===== config.mk =====
export PLATFORM = sky130hd
export DESIGN_NAME = limit_monitor_interrupt
export DESIGN_NICKNAME = d
export VERILOG_FILES = /design/src/rtl/limit_monitor_pkg.sv /design/src/rtl/two_wire_target.sv /design/src/rtl/limit_monitor_interrupt.sv
export SDC_FILE = /design/constraint.sdc
export NUM_CORES = 1
export LEC_CHECK = 0
export ABC_AREA = 1
export BUFFER_PORTS_ARGS = -buffer_cell sky130_fd_sc_hd__buf_2
export CORE_MARGIN = 3
export CORE_UTILIZATION = 46
export DETAILED_ROUTE_END_ITERATION = 16
export SYNTH_ARGS = -nofsm -noshare
export SYNTH_HDL_FRONTEND = slang
export SYNTH_SLANG_ARGS = --single-unit

===== constraint.sdc =====
create_clock -name sys_clk -period 8.35 [get_ports sys_clk]
set_input_delay 1.67 -clock sys_clk [delete_from_list [all_inputs] [get_ports sys_clk]]
set_output_delay 1.67 -clock sys_clk [all_outputs]
set_load 0.05 [all_outputs]

===== src/rtl/limit_monitor_pkg.sv =====
package limit_monitor_pkg;

  // register byte addresses
  localparam logic [7:0] ADDR_CTRL      = 8'h00;
  localparam logic [7:0] ADDR_FLAGS     = 8'h01;
  localparam logic [7:0] ADDR_MASK      = 8'h03;
  localparam logic [7:0] ADDR_READ_BASE = 8'h20;
  localparam logic [7:0] ADDR_TEMP_READ = 8'h27;
  localparam logic [7:0] ADDR_LIM_BASE  = 8'h2A;
  localparam logic [7:0] ADDR_LIM_LAST  = 8'h37;
  localparam logic [7:0] ADDR_TEMP_HIGH = 8'h38;
  localparam logic [7:0] ADDR_TEMP_REL  = 8'h39;
  localparam logic [7:0] ADDR_MAKER     = 8'h3E;
  localparam logic [7:0] ADDR_REVISION  = 8'h3F;

  // control field positions
  localparam int CTRL_START  = 0;
  localparam int CTRL_INT_EN = 1;
  localparam int CTRL_CLEAR  = 3;

  // reset values
  localparam logic [7:0] CTRL_RESET = 8'h08;
  localparam logic [7:0] MASK_RESET = 8'h00;

  // identification codes: values are arbitrary
  localparam logic [7:0] MAKER_CODE    = 8'h5A;
  localparam logic [7:0] REVISION_CODE = 8'hA3;

  // channel layout: seven voltage channels, temperature last
  localparam int                VOLT_CHANNELS = 7;
  localparam logic [2:0]        TEMP_CHANNEL  = 3'h7;
  localparam int                LIMIT_COUNT   = 14;
  localparam logic signed [13:0] VOLT_FULL    = 14'sh0FFF;

  // two-wire target address
  localparam logic [6:0] TARGET_ADDR = 7'h1D;

  // byte-level events from the serial target
  typedef struct packed {
    logic       start;
    logic       wr;
    logic       first;
    logic       rd;
    logic [7:0] data;
  } link_evt_s;

endpackage


===== src/rtl/two_wire_target.sv =====
`timescale 1ns/1ps

module two_wire_target (
  input  wire logic                        sys_clk,
  input  wire logic                        rst_n,
  input  wire logic                        scl,
  input  wire logic                        sdaIn,
  output logic                             sdaOut,
  output logic                             sdaOe,
  input  wire logic [7:0]                  rdByte,
  output limit_monitor_pkg::link_evt_s     evt
);

  typedef enum logic [2:0] {IDLE, ADDR, ACK_A, WRITE, ACK_W, READ, ACK_R} tw_state_e;

  tw_state_e  state_reg;
  logic       sclPrev_reg;
  logic       sdaPrev_reg;
  logic [3:0] bitCnt_reg;
  logic [7:0] shift_reg;
  logic [7:0] tx_reg;
  logic       rnw_reg;
  logic       first_reg;
  logic       acked_reg;
  logic       startCond;
  logic       stopCond;
  logic       sclRise;
  logic       sclFall;

  // line edges, both lines taken as synchronous
  assign startCond = scl && sclPrev_reg && sdaPrev_reg && !sdaIn;
  assign stopCond  = scl && sclPrev_reg && !sdaPrev_reg && sdaIn;
  assign sclRise   = scl && !sclPrev_reg;
  assign sclFall   = !scl && sclPrev_reg;
  assign sdaOut    = 1'b0;

  always_ff @(posedge sys_clk or negedge rst_n) begin
    if (!rst_n) begin
      sclPrev_reg <= 1'b1;
      sdaPrev_reg <= 1'b1;
    end else begin
      sclPrev_reg <= scl;
      sdaPrev_reg <= sdaIn;
    end
  end

  // byte engine; only drives low, so the line stays open-drain
  always_ff @(posedge sys_clk or negedge rst_n) begin
    if (!rst_n) begin
      state_reg  <= IDLE;
      bitCnt_reg <= 4'h0;
      shift_reg  <= 8'h00;
      tx_reg     <= 8'h00;
      rnw_reg    <= 1'b0;
      first_reg  <= 1'b0;
      acked_reg  <= 1'b0;
      sdaOe      <= 1'b0;
      evt        <= '0;
    end else begin
      evt <= '0;
      if (startCond) begin
        state_reg  <= ADDR;
        bitCnt_reg <= 4'h0;
        sdaOe      <= 1'b0;
        evt.start  <= 1'b1;
      end else if (stopCond) begin
        state_reg <= IDLE;
        sdaOe     <= 1'b0;
      end else if (sclRise) begin
        if (state_reg == ADDR || state_reg == WRITE) begin
          shift_reg  <= {shift_reg[6:0], sdaIn};
          bitCnt_reg <= bitCnt_reg + 4'h1;
        end
        if (state_reg == ACK_R) begin
          acked_reg <= !sdaIn;
        end
      end else if (sclFall) begin
        case (state_reg)
          ADDR: begin
            if (bitCnt_reg == 4'h8) begin
              bitCnt_reg <= 4'h0;
              if (shift_reg[7:1] == limit_monitor_pkg::TARGET_ADDR) begin
                state_reg <= ACK_A;
                rnw_reg   <= shift_reg[0];
                sdaOe     <= 1'b1;
              end else begin
                state_reg <= IDLE;
              end
            end
          end
          ACK_A, ACK_R: begin
            if (rnw_reg && (state_reg == ACK_A || acked_reg)) begin
              tx_reg     <= rdByte;
              sdaOe      <= !rdByte[7];
              bitCnt_reg <= 4'h1;
              state_reg  <= READ;
              evt.rd     <= 1'b1;
            end else if (!rnw_reg) begin
              sdaOe     <= 1'b0;
              first_reg <= 1'b1;
              state_reg <= WRITE;
            end else begin
              sdaOe     <= 1'b0;
              state_reg <= IDLE;
            end
          end
          WRITE: begin
            if (bitCnt_reg == 4'h8) begin
              bitCnt_reg <= 4'h0;
              evt.wr     <= 1'b1;
              evt.first  <= first_reg;
              evt.data   <= shift_reg;
              first_reg  <= 1'b0;
              sdaOe      <= 1'b1;
              state_reg  <= ACK_W;
            end
          end
          ACK_W: begin
            sdaOe     <= 1'b0;
            state_reg <= WRITE;
          end
          READ: begin
            if (bitCnt_reg == 4'h8) begin
              sdaOe     <= 1'b0;
              state_reg <= ACK_R;
            end else begin
              sdaOe      <= !tx_reg[6];
              tx_reg     <= {tx_reg[6:0], 1'b0};
              bitCnt_reg <= bitCnt_reg + 4'h1;
            end
          end
          default: state_reg <= IDLE;
        endcase
      end
    end
  end

endmodule


===== src/rtl/limit_monitor_interrupt.sv =====
`timescale 1ns/1ps

// Notes on behaviour
// - maker identification byte is fixed and ignores writes.
// - silicon revision byte is fixed and never changes.
// - voltage codes are 12-bit, clamped to zero and to full scale.
// - temperature result is 9-bit two's complement, half a degree per step.
// - temperature result is held in 9 bits and read left aligned in a 16-bit word, as two bytes.
// - temperature limits are 8-bit two's complement, one degree per step.
// - temperature flag raised when reading strictly exceeds the high threshold.
// - every voltage channel is window checked; the temperature channel uses high and release thresholds.
// - voltage violation: reading above high limit, or at or below low limit.
// - pin asserts only with clear bit low, enable high and a violation.
// - reading the flag register returns it and then clears the bits it returned.
// - cleared flags leave the pin inactive until the loop sets a flag again.
// - writing one to the clear bit deasserts the pin.
// - while the clear bit is one the channel loop is halted.
// - temperature flag holds until a flag read or the clear bit.
// - once cleared, temperature flag returns at next temperature result.
// - recurs until reading at or below release and a flag read happened.
// - mask bits block flags from the pin but flags still record.
// - after reset start bit reads zero and clear bit reads one.
// - flag register holds one bit per monitored limit source.
module limit_monitor_interrupt (
  input  wire logic                  sys_clk,
  input  wire logic                  rst_n,
  input  wire logic                  scl,
  input  wire logic                  sdaIn,
  output logic                       sdaOut,
  output logic                       sdaOe,
  output logic                       intOut,
  output logic                       intOe,
  output logic                       convStart,
  output logic [2:0]                 convChan,
  input  wire logic                  convDone,
  input  wire logic signed [13:0]    convRaw
);

  typedef enum logic {LOOP_IDLE, LOOP_WAIT} loop_state_e;

  limit_monitor_pkg::link_evt_s evt;
  loop_state_e  loop_reg;
  logic [7:0]   ctrl_reg;
  logic [7:0]   mask_reg;
  logic [7:0]   flags_reg;
  logic [7:0]   flags_next;
  logic [7:0]   flagsSeen_reg;
  logic [7:0]   ptr_reg;
  logic         byteSel_reg;
  logic [7:0]   limit_reg [0:limit_monitor_pkg::LIMIT_COUNT-1];
  logic [7:0]   tempHigh_reg;
  logic [7:0]   tempRel_reg;
  logic [11:0]  volt_reg [0:limit_monitor_pkg::VOLT_CHANNELS-1];
  logic [8:0]   temp_reg;
  logic [2:0]   chan_reg;
  logic         hot_reg;
  logic         readSinceHot_reg;
  logic         intActive_reg;
  logic [7:0]   rdByte;
  logic [15:0]  wide;
  logic         done;
  logic         isTemp;
  logic [11:0]  voltCode;
  logic [8:0]   tempCode;
  logic         voltViol;
  logic         tempOver;
  logic         tempBelowRel;
  logic         flagRead;
  logic         halted;
  logic         pinCond;

  // clamp raw converter value into the 12-bit code range
  function automatic logic [11:0] saturate(input logic signed [13:0] raw);
    if (raw < 14'sh0000) begin
      return 12'h000;
    end else if (raw > limit_monitor_pkg::VOLT_FULL) begin
      return 12'hFFF;
    end
    return raw[11:0];
  endfunction

  // one-degree limit to half-degree steps for a signed compare
  function automatic logic signed [8:0] degToHalf(input logic [7:0] lim);
    return $signed({lim, 1'b0});
  endfunction

  two_wire_target u_link (
    .sys_clk (sys_clk),
    .rst_n   (rst_n),
    .scl     (scl),
    .sdaIn   (sdaIn),
    .sdaOut  (sdaOut),
    .sdaOe   (sdaOe),
    .rdByte  (rdByte),
    .evt     (evt)
  );

  // conversion result decode and window checks
  assign done         = convDone && (loop_reg == LOOP_WAIT);
  assign isTemp       = (chan_reg == limit_monitor_pkg::TEMP_CHANNEL);
  assign voltCode     = saturate(convRaw);
  assign tempCode     = convRaw[8:0];
  assign voltViol     = (voltCode[11:4] > limit_reg[{chan_reg, 1'b0}])
                     || (voltCode[11:4] <= limit_reg[{chan_reg, 1'b1}]);
  assign tempOver     = $signed(tempCode) > degToHalf(tempHigh_reg);
  assign tempBelowRel = $signed(tempCode) <= degToHalf(tempRel_reg);
  assign flagRead     = evt.rd && (ptr_reg == limit_monitor_pkg::ADDR_FLAGS);
  assign halted       = !ctrl_reg[limit_monitor_pkg::CTRL_START]
                     || ctrl_reg[limit_monitor_pkg::CTRL_CLEAR];

  // read mux; 16-bit readings are left aligned, high byte first
  always_comb begin
    wide   = 16'h0000;
    rdByte = 8'h00;
    if (ptr_reg == limit_monitor_pkg::ADDR_CTRL) begin
      rdByte = ctrl_reg;
    end else if (ptr_reg == limit_monitor_pkg::ADDR_FLAGS) begin
      rdByte = flags_reg;
    end else if (ptr_reg == limit_monitor_pkg::ADDR_MASK) begin
      rdByte = mask_reg;
    end else if (ptr_reg == limit_monitor_pkg::ADDR_TEMP_READ) begin
      wide   = {temp_reg, 7'h00};
      rdByte = byteSel_reg ? wide[7:0] : wide[15:8];
    end else if (ptr_reg >= limit_monitor_pkg::ADDR_READ_BASE
              && ptr_reg < limit_monitor_pkg::ADDR_TEMP_READ) begin
      wide   = {volt_reg[3'(ptr_reg - limit_monitor_pkg::ADDR_READ_BASE)], 4'h0};
      rdByte = byteSel_reg ? wide[7:0] : wide[15:8];
    end else if (ptr_reg >= limit_monitor_pkg::ADDR_LIM_BASE
              && ptr_reg <= limit_monitor_pkg::ADDR_LIM_LAST) begin
      rdByte = limit_reg[4'(ptr_reg - limit_monitor_pkg::ADDR_LIM_BASE)];
    end else if (ptr_reg == limit_monitor_pkg::ADDR_TEMP_HIGH) begin
      rdByte = tempHigh_reg;
    end else if (ptr_reg == limit_monitor_pkg::ADDR_TEMP_REL) begin
      rdByte = tempRel_reg;
    end else if (ptr_reg == limit_monitor_pkg::ADDR_MAKER) begin
      rdByte = limit_monitor_pkg::MAKER_CODE;
    end else if (ptr_reg == limit_monitor_pkg::ADDR_REVISION) begin
      rdByte = limit_monitor_pkg::REVISION_CODE;
    end
  end

  // register pointer; wide readings step after their low byte
  always_ff @(posedge sys_clk or negedge rst_n) begin
    if (!rst_n) begin
      ptr_reg     <= 8'h00;
      byteSel_reg <= 1'b0;
    end else if (evt.start) begin
      byteSel_reg <= 1'b0;
    end else if (evt.wr) begin
      byteSel_reg <= 1'b0;
      ptr_reg     <= evt.first ? evt.data : ptr_reg + 8'h01;
    end else if (evt.rd) begin
      if (ptr_reg >= limit_monitor_pkg::ADDR_READ_BASE
          && ptr_reg <= limit_monitor_pkg::ADDR_TEMP_READ && !byteSel_reg) begin
        byteSel_reg <= 1'b1;
      end else begin
        byteSel_reg <= 1'b0;
        ptr_reg     <= ptr_reg + 8'h01;
      end
    end
  end

  // writable registers; identification bytes have no storage to write
  always_ff @(posedge sys_clk or negedge rst_n) begin
    if (!rst_n) begin
      ctrl_reg     <= limit_monitor_pkg::CTRL_RESET;
      mask_reg     <= limit_monitor_pkg::MASK_RESET;
      tempHigh_reg <= 8'h00;
      tempRel_reg  <= 8'h00;
      for (int i = 0; i < limit_monitor_pkg::LIMIT_COUNT; i++) begin
        limit_reg[i] <= 8'h00;
      end
    end else if (evt.wr && !evt.first) begin
      if (ptr_reg == limit_monitor_pkg::ADDR_CTRL) begin
        ctrl_reg <= evt.data;
      end else if (ptr_reg == limit_monitor_pkg::ADDR_MASK) begin
        mask_reg <= evt.data;
      end else if (ptr_reg >= limit_monitor_pkg::ADDR_LIM_BASE
                && ptr_reg <= limit_monitor_pkg::ADDR_LIM_LAST) begin
        limit_reg[4'(ptr_reg - limit_monitor_pkg::ADDR_LIM_BASE)] <= evt.data;
      end else if (ptr_reg == limit_monitor_pkg::ADDR_TEMP_HIGH) begin
        tempHigh_reg <= evt.data;
      end else if (ptr_reg == limit_monitor_pkg::ADDR_TEMP_REL) begin
        tempRel_reg <= evt.data;
      end
    end
  end

  // round-robin loop; a pending result is still taken after a halt
  always_ff @(posedge sys_clk or negedge rst_n) begin
    if (!rst_n) begin
      loop_reg <= LOOP_IDLE;
      chan_reg <= 3'h0;
    end else begin
      case (loop_reg)
        LOOP_IDLE: begin
          if (!halted) begin
            loop_reg <= LOOP_WAIT;
          end
        end
        LOOP_WAIT: begin
          if (convDone) begin
            loop_reg <= LOOP_IDLE;
            chan_reg <= chan_reg + 3'h1;
          end
        end
        default: loop_reg <= LOOP_IDLE;
      endcase
    end
  end

  assign convStart = (loop_reg == LOOP_IDLE) && !halted;
  assign convChan  = chan_reg;

  // reading storage
  always_ff @(posedge sys_clk or negedge rst_n) begin
    if (!rst_n) begin
      temp_reg <= 9'h000;
      for (int i = 0; i < limit_monitor_pkg::VOLT_CHANNELS; i++) begin
        volt_reg[i] <= 12'h000;
      end
    end else if (done) begin
      if (isTemp) begin
        temp_reg <= tempCode;
      end else begin
        volt_reg[chan_reg] <= voltCode;
      end
    end
  end

  // hot latch: released only when cool and a flag read has happened
  always_ff @(posedge sys_clk or negedge rst_n) begin
    if (!rst_n) begin
      hot_reg          <= 1'b0;
      readSinceHot_reg <= 1'b0;
    end else begin
      if (done && isTemp && tempOver) begin
        hot_reg          <= 1'b1;
        readSinceHot_reg <= 1'b0;
      end else if (done && isTemp && tempBelowRel && readSinceHot_reg) begin
        hot_reg <= 1'b0;
      end else if (flagRead && hot_reg) begin
        readSinceHot_reg <= 1'b1;
      end
    end
  end

  // flag register; a new event in the clearing cycle survives
  always_comb begin
    flags_next = flags_reg;
    if (ctrl_reg[limit_monitor_pkg::CTRL_CLEAR]) begin
      flags_next = 8'h00;
    end else if (flagRead) begin
      flags_next = flags_reg & ~flagsSeen_reg;
    end
    if (done) begin
      if (isTemp) begin
        if (tempOver || (hot_reg && !(tempBelowRel && readSinceHot_reg))) begin
          flags_next[limit_monitor_pkg::TEMP_CHANNEL] = 1'b1;
        end
      end else if (voltViol) begin
        flags_next[chan_reg] = 1'b1;
      end
    end
  end

  always_ff @(posedge sys_clk or negedge rst_n) begin
    if (!rst_n) begin
      flags_reg     <= 8'h00;
      flagsSeen_reg <= 8'h00;
    end else begin
      flags_reg     <= flags_next;
      // byte the link latched one edge before the read strobe; a flag set
      // on that edge was never shown to the host, so the read keeps it
      flagsSeen_reg <= flags_reg;
    end
  end

  // pin drive: active low, open drain
  assign pinCond = !ctrl_reg[limit_monitor_pkg::CTRL_CLEAR]
                && ctrl_reg[limit_monitor_pkg::CTRL_INT_EN]
                && |(flags_reg & ~mask_reg);

  always_ff @(posedge sys_clk or negedge rst_n) begin
    if (!rst_n) begin
      intActive_reg <= 1'b0;
    end else begin
      intActive_reg <= pinCond;
    end
  end

  assign intOut = 1'b0;
  assign intOe  = intActive_reg;

  property p_clear_drops_pin;
    @(posedge sys_clk) disable iff (!rst_n)
      ctrl_reg[limit_monitor_pkg::CTRL_CLEAR] |=> !intOe;
  endproperty
  a_clear_drops_pin: assert property (p_clear_drops_pin)
    else $error("pin active while clear bit set");

  property p_pin_cause;
    @(posedge sys_clk) disable iff (!rst_n)
      intOe |-> $past(ctrl_reg[limit_monitor_pkg::CTRL_INT_EN])
             && !$past(ctrl_reg[limit_monitor_pkg::CTRL_CLEAR])
             && ($past(flags_reg & ~mask_reg) != 8'h00);
  endproperty
  a_pin_cause: assert property (p_pin_cause)
    else $error("pin active without its three conditions");

  property p_read_clears;
    @(posedge sys_clk) disable iff (!rst_n)
      flagRead && !done && !ctrl_reg[limit_monitor_pkg::CTRL_CLEAR]
        |=> flags_reg == ($past(flags_reg) & ~$past(flagsSeen_reg));
  endproperty
  a_read_clears: assert property (p_read_clears)
    else $error("flag read did not clear flags");

  property p_halt;
    @(posedge sys_clk) disable iff (!rst_n)
      ctrl_reg[limit_monitor_pkg::CTRL_CLEAR] && loop_reg == LOOP_IDLE
        |-> !convStart ##1 loop_reg == LOOP_IDLE;
  endproperty
  a_halt: assert property (p_halt)
    else $error("conversion started while halted");

  property p_volt_flag;
    @(posedge sys_clk) disable iff (!rst_n)
      done && !isTemp && voltViol ##1 !$past(ctrl_reg[limit_monitor_pkg::CTRL_CLEAR])
        |-> flags_reg[$past(chan_reg)];
  endproperty
  a_volt_flag: assert property (p_volt_flag)
    else $error("voltage violation not flagged");

  property p_temp_flag;
    @(posedge sys_clk) disable iff (!rst_n)
      done && isTemp && tempOver |=> flags_reg[limit_monitor_pkg::TEMP_CHANNEL] && hot_reg;
  endproperty
  a_temp_flag: assert property (p_temp_flag)
    else $error("temperature over threshold not flagged");

  property p_mask;
    @(posedge sys_clk) disable iff (!rst_n)
      (flags_reg & ~mask_reg) == 8'h00 |=> !intOe;
  endproperty
  a_mask: assert property (p_mask)
    else $error("masked flag reached the pin");

  property p_ident;
    @(posedge sys_clk) disable iff (!rst_n)
      ptr_reg == limit_monitor_pkg::ADDR_MAKER |-> rdByte == limit_monitor_pkg::MAKER_CODE;
  endproperty
  a_ident: assert property (p_ident)
    else $error("maker byte changed");

  property p_saturate;
    @(posedge sys_clk) disable iff (!rst_n)
      done && !isTemp && convRaw < 14'sh0000 |=> volt_reg[$past(chan_reg)] == 12'h000;
  endproperty
  a_saturate: assert property (p_saturate)
    else $error("negative input not clamped to zero");

endmodule


==> out/metrics.cfg, run 1 <==
[sta]
fin_crit_sh_pct=42.2
period_needed_ps=3530
fin_worst_skew_ps=27.1
tightest_slew_ps=1180
relSlewSlack_pct=21.3
worst_slack_ps=4820
slew_violations=0
rsz0062_at_grt=false
fin_tns_setup_ps=0
fmax_mhz=284
setup_viol=0
finalHoldViolCount=0

[power_and_ir_drop]
ir_drop_v=0.000215
seqPwrFrac_pct=38.9
switching_share_pct=36.9
p_switching_uw=1810
power.clock.fraction_pct=32.3
p_per_area_nw_per_um2=273
p_int_uw=3100
comb_power_share_pct=28.8
p_leak_uw=0.00831

[synthesis]
synth.avg_cell_area_um2=7.67
muxShareOfSynthArea_pct=0
synthFlopType=dfrtp_1
synth_edf_count=0
synthSimpleGateAreaFrac_pct=23.6
synth.top_cell.area_share_pct=46.6
async_reset_ff_share_pct=100
synth_top_family_by_area=simple AND/OR/NAND/NOR gates
synth.distinct_cells=50
syn-cell-area_um2=16400
synth_cells=2141
synth.largest_area_cell=dfrtp_1
synth_fa_ha_area_share_pct=3.20
synth_compound_area_share_pct=18.4
yosysWarnings=0
ys_seq_area_share_pct=47.1
ys_seq_elements=309
synth_area_leaders=dfrtp_1 47%, nand2_1 14%, o21ai_0 9.6%, inv_1 4.6%, nor2_1 3.6%
synth-xor-area-share_pct=0.160

[worst_setup_path]
critPathKind=reg -> reg
end_kind=flop
critPathMostFrequentCell=nand2_1
crit_arrival_ps=4000
crit_slowest_cell=buf_4
cp-start-kind=flop
path_cells=buf_4 > inv_2 > nand2_4 > inv_2 > nand2_1 > o21ai_0 > a211oi_1 > ha_1 > nand2_1 > inv_1 > a221oi_1 > nor2_1 > nor3_1 > a21oi_1 > nand2_4 > nand2_1 > nand2_1
cp_max_fo=48
slowest_delay_ps=480
required_ps=8820

[routing]
met1_length_um=24000
dr_total_vias=14800
routed_wl_um=53400
wl_met2_um=23500
drc_errors=0
viasPerCell=5.68
dr.first_iter.drc_count=1626
wl_met3_um=4070
highest_layer=met4
wl_per_cell_um=20.4
ant_nets=0
first_pass_iters=5

[grt]
grt_usage_pct=27.9
grt_pass1_vias=14100
antenna_found_initial=0
grt_max_degree=145
grt-ovfl-total=0
grt_pass1_wl_um=83700

[cts]
worstSkewPairLatency_ps=540
cts-root-buf=clkbuf_16
htree_levels=2
cts_hold_buf=0
cts_made_buffers=37
post_cts_buffers=0
cts_max_path_buffers=3
cts.sinks=309
clk_pin_slew_ps=60
cts_tree=built
cts_resized=0

[floorplanning]
rows=68
start_util_pct=47.1
io_pins=27
core_area_um2=34900
die_w_um=195
die-area_um2=38000
die_h_um=195

[flow_run]
max-cap-violations=0

[status]
status=complete, no violations

[layout]
finalNetCount=2192
syn2layout_area_growth_pct=9.71
design_area_um2=18000
fin_util_pct=51.7
largest_reg_flops=112
finalNonFillerCells=2612
layout_commonest_cell=nand2_1
drive_gt1_share_pct=7.51
diodes=0
layout_common_cells=619 x nand2_1, 315 x o21ai_0, 304 x dfrtp_1

[worst_hold_path]
hold_path.class=reg -> reg

[placed_design]
numPortBuffers=24
place.gp.congestion=0.968
dp_cells=2547
hpwl_um=37300
placed_area_um2=16800
dp_slack_ps=4490

metal layers:
layer | GRT usage, % | vias up
li1 | - | 7022
met1 | 40.8 | 7088
met2 | 42.9 | 622
met3 | 4.16 | 108
met4 | 9.11 | 0
met5 | 0 | -
cell families after synthesis:
family,Yosys count
buffers and inverters,309
DFF,309
adders and majority gates,42
AOI/OAI and AO/OA,554
and+or+nand+nor,923
other,1
xor gates and xnor gates,3
final cells by class:
cell class | instances | area, µm²
repair buffers | 38 | 248
multi-input cells | 1524 | 7460
flip-flops and latches | 309 | 7740
clock inverters | 12 | 92.6
inverters | 221 | 830
well taps | 455 | 569
fillers | 3434 | 16900
clock buffers | 53 | 1090
critical path: cells and delay by family, from the launching register on:
kind	cells	cell delay (ps)
adder cells (fa/ha/maj)	1	310
flip-flops	1	340
AND/OR/NAND/NOR	8	850
buffers and inverters	4	1070
AO/OA/AOI/OAI	4	830
cells in the mapped netlist, drive strengths merged (2+ instances only):
cell type	count
nand2	635
o21ai	376
dfrtp	306
inv	216
nor2	169
a21oi	84
nand3	73
clkbuf	45
buf	43
ha	42
nor3	19
o211ai	19
o22ai	17
a211oi	16
nand4	15
o2111ai	15
o21bai	6
clkinv	5
nand3b	5
a221oi	4
o221ai	4
dfstp	3
o311ai	3
or2	3
xor2	3
a22o	2
a31oi	2
nor4	2
o31ai	2
per-stage QoR:
stage | power, µW | hold slack (ps)
after CTS | 4910 | 463
after global placement | 3300 | 448
after floorplan | 2860 | 395
final | 4920 | 468
after detailed placement | 3320 | 452
after global routing | 5180 | 474
path summary, 6_finish.rpt:
path                                               start                        to  slack (ps)  cells after the start
worst max-delay path             convChan[0]$_DFFE_PN0P_    flags_reg[1]$_DFF_PN0_        4820                     17
worst min-delay path            volt_reg[19]$_DFFE_PN0P_  volt_reg[19]$_DFFE_PN0P_         470                      2
worst max register to register   convChan[0]$_DFFE_PN0P_    flags_reg[1]$_DFF_PN0_        4820                     17
worst min register to register  volt_reg[19]$_DFFE_PN0P_  volt_reg[19]$_DFFE_PN0P_         470                      2
max in group asynchronous                          rst_n   convChan[0]$_DFFE_PN0P_        5740                      2
min in group asynchronous                          rst_n  volt_reg[37]$_DFFE_PN0P_        1180                      1
power by group through the flow:
stage / clock network [µW] / logic (µW) / registers (µW)
floorplan: 0 / 947 / 1920
global placement: 0 / 1380 / 1930
detailed placement: 0 / 1390 / 1930
CTS: 1610 / 1390 / 1910
global route: 1670 / 1570 / 1940
finish: 1590 / 1410 / 1910
(Power assumes the default switching activity.)
==> run 2: changes to the inputs <==
--- a/config.mk
+++ b/config.mk
@@ -5,7 +5,7 @@
 export SDC_FILE = /design/constraint.sdc
 export NUM_CORES = 1
 export LEC_CHECK = 0
-export ABC_AREA = 1
+export ABC_AREA = 0
 export BUFFER_PORTS_ARGS = -buffer_cell sky130_fd_sc_hd__buf_2
 export CORE_MARGIN = 3
 export CORE_UTILIZATION = 46
==> constraint.sdc (replaced) <==
create_clock -name sys_clk -period 3.2 [get_ports sys_clk]
set_input_delay 0.64 -clock sys_clk [delete_from_list [all_inputs] [get_ports sys_clk]]
set_output_delay 0.64 -clock sys_clk [all_outputs]
set_load 0.05 [all_outputs]
==> run 2 against run 1 <==
Clock skew grew 12 ps. Final area grew 3.8%. Register-to-register slack lost 4700 ps. Critical path type unchanged. Setup slack lost 4700 ps.
==> out/metrics.cfg, run 2 <==
[status]
status=complete, no violations

[worst_setup_path]
end_kind=flop
slowest_delay_ps=450
required_ps=3640
path_cells=buf_6 > buf_4 > mux2_2 > a221o_1 > o21ai_1 > buf_4 > ha_1 > nand3_1 > mux2i_2 > nand3_1 > a221oi_2 > a22oi_2 > buf_12 > a32o_1
r2r_cells=14
cp-start-kind=flop
crit_slowest_cell=dfrtp_2
critPathKind=reg -> reg
reg2reg_to=flags_reg[5]$_DFF_PN0_
crit_arrival_ps=3560
r2r_slack_ps=80
r2r_start=convChan[2]$_DFFE_PN0P_
cp_max_fo=7

[routing]
dr_total_vias=12500
ant_nets=0
first_pass_iters=5
routed_wl_um=48900
dr.first_iter.drc_count=1044
drc_errors=0
viasPerCell=6.04
wl_per_cell_um=23.6

[sta]
fmax_mhz=321
relSlewSlack_pct=29.2
tightest_slew_ps=1060
slew_violations=0
period_needed_ps=3120
fin_worst_skew_ps=38.7
fin_crit_sh_pct=97.4
finalHoldViolCount=0
worst_slack_ps=82.7
fin_tns_setup_ps=0
setup_viol=0

[synthesis]
syn-cell-area_um2=16500
ys_seq_area_share_pct=47.0
synth_most_common_cell=dfrtp_1
synth.distinct_cells=81
yosysWarnings=0
synth_area_leaders=dfrtp_1 47%, mux2_2 12%, mux4_2 5.5%, nand2_1 4.1%, o21ai_0 4.1%
synth_common_cells=306 x dfrtp_1, 179 x nand2_1, 176 x mux2_2
synth_cells=1532
synth.largest_area_cell=dfrtp_1
synth.avg_cell_area_um2=10.7
async_reset_ff_share_pct=100
synth.top_cell.area_share_pct=46.5
ys_seq_elements=309
synthFlopType=dfrtp_1
synth_edf_count=0

[floorplanning]
io_pins=27
die-area_um2=38100
start_util_pct=47.2
die_w_um=195
core_area_um2=34900
rows=68
die_h_um=195

[placed_design]
dp_slack_ps=24.5
hpwl_um=35300
numPortBuffers=24
place.gp.congestion=0.942
dp_cells=2002

[worst_hold_path]
hold_path.class=in -> async

[flow_run]
max-cap-violations=0

[grt]
grt-ovfl-total=0
grt_pass1_vias=12300
grt_max_degree=89
grt_pass1_wl_um=75300
antenna_found_initial=2
grt_usage_pct=25.6

[layout]
finalNetCount=1650
drive_gt1_share_pct=26.5
finalNonFillerCells=2067
syn2layout_area_growth_pct=13.6
layout_commonest_cell=dfrtp_1
largest_reg_flops=112
layout_common_cells=302 x dfrtp_1, 179 x nand2_1, 176 x mux2_2
diodes=0
fin_util_pct=53.6

[cts]
cts_hold_buf=0
cts_max_path_buffers=3
cts.sinks=309
cts_tree=built
clk_pin_slew_ps=70
worstSkewPairLatency_ps=550
cts-root-buf=clkbuf_16
cts_made_buffers=36
htree_levels=2

[power_and_ir_drop]
ir_drop_v=0.000393
p_per_area_nw_per_um2=489
p_leak_uw=0.00844

run 2: cell count changes in the layout (fill, tap and decap cells not counted), moves of 58 or more:
| cell | change |
|---|---|
| nand2_1 | -440 |
| o21ai_0 | -184 |
| mux2_2 | +176 |
| inv_1 | -142 |
| nor2_1 | -86 |
| buf_4 | +73 |
| o21ai_1 | -58 |
run 2: area by class of cell:
| cell class | count | area (µm²) |
|---|---|---|
| multi-input combinational | 1062 | 8090 |
| tap | 455 | 569 |
| sequential | 309 | 7740 |
| fill | 3110 | 16200 |
| clock inverter | 8 | 83.8 |
| inverter | 62 | 233 |
| clock buffer | 53 | 1080 |
| timing repair buffer | 118 | 910 |
run 2: how the worst max path moves through the flow:
stage | start | endpoint | slack (ps)
2_1_floorplan | convChan[0]$_DFFE_PN0P_ | flags_reg[7]$_DFF_PN0_ | 3
5_1_grt | convChan[2]$_DFFE_PN0P_ | flags_reg[0]$_DFF_PN0_ | -9
3_5_place_dp | convChan[2]$_DFFE_PN0P_ | flags_reg[2]$_DFF_PN0_ | 20
3_3_place_gp | convChan[2]$_DFFE_PN0P_ | flags_reg[2]$_DFF_PN0_ | 40
4_1_cts | convChan[2]$_DFFE_PN0P_ | flags_reg[5]$_DFF_PN0_ | 1
6_report | convChan[2]$_DFFE_PN0P_ | flags_reg[5]$_DFF_PN0_ | 80
run 2: repair_timing:
action / CTS / global route
endpoints found under the setup margin: 0 / 9
buffers inserted: 0 / 4
resized for setup: 0 / 17
endpoints found under the hold margin: 0 / 0
run 2: critical path: cells and delay by family, from the launching register on:
| family | cells | cell delay [ps] |
|---|---|---|
| adders and majority gates | 1 | 220 |
| AOI/OAI and AO/OA | 5 | 990 |
| and+or+nand+nor | 2 | 230 |
| muxes | 2 | 560 |
| buffers and inverters | 4 | 570 |
| DFF | 1 | 450 |
run 2: logic make-up after synthesis:
family / count (synthesis) / synth area share (%)
buffers and inverters: 162 / 4.20
and+or+nand+nor: 388 / 11.0
adders and majority gates: 44 / 3.33
DFF: 309 / 47.0
muxes: 266 / 20.6
AOI/OAI and AO/OA: 355 / 13.5
other: 1 / 0.0228
xor gates and xnor gates: 7 / 0.464
run 2: power by group:
group	leakage [µW]	switching, µW	internal (µW)
Combinational	0.00360	589	367
Sequential	0.00428	131	4000
Clock	0.000561	1650	2410
Total	0.00844	2370	6780
run 2: routing by layer:
| metal | global-route usage (%) | wire (µm) | vias up |
|---|---|---|---|
| met3 | 4.24 | 3070 | 78 |
| met5 | 0 | 10 | - |
| li1 | - | - | 5684 |
| met4 | 9.29 | 1650 | 2 |
| met2 | 39.5 | 21900 | 440 |
| met1 | 36.8 | 22200 | 6288 |
run 2: metrics by stage:
stage | cell area (µm²) | total power, µW | hold WS, ps
final | 18700 | 9150 | 45.5
after global routing | 18700 | 9500 | 60.0
after CTS | 18600 | 9230 | 32.1
after floorplan | 16500 | 4770 | 344
after global placement | 17500 | 5140 | 431
after detailed placement | 17500 | 5150 | 428
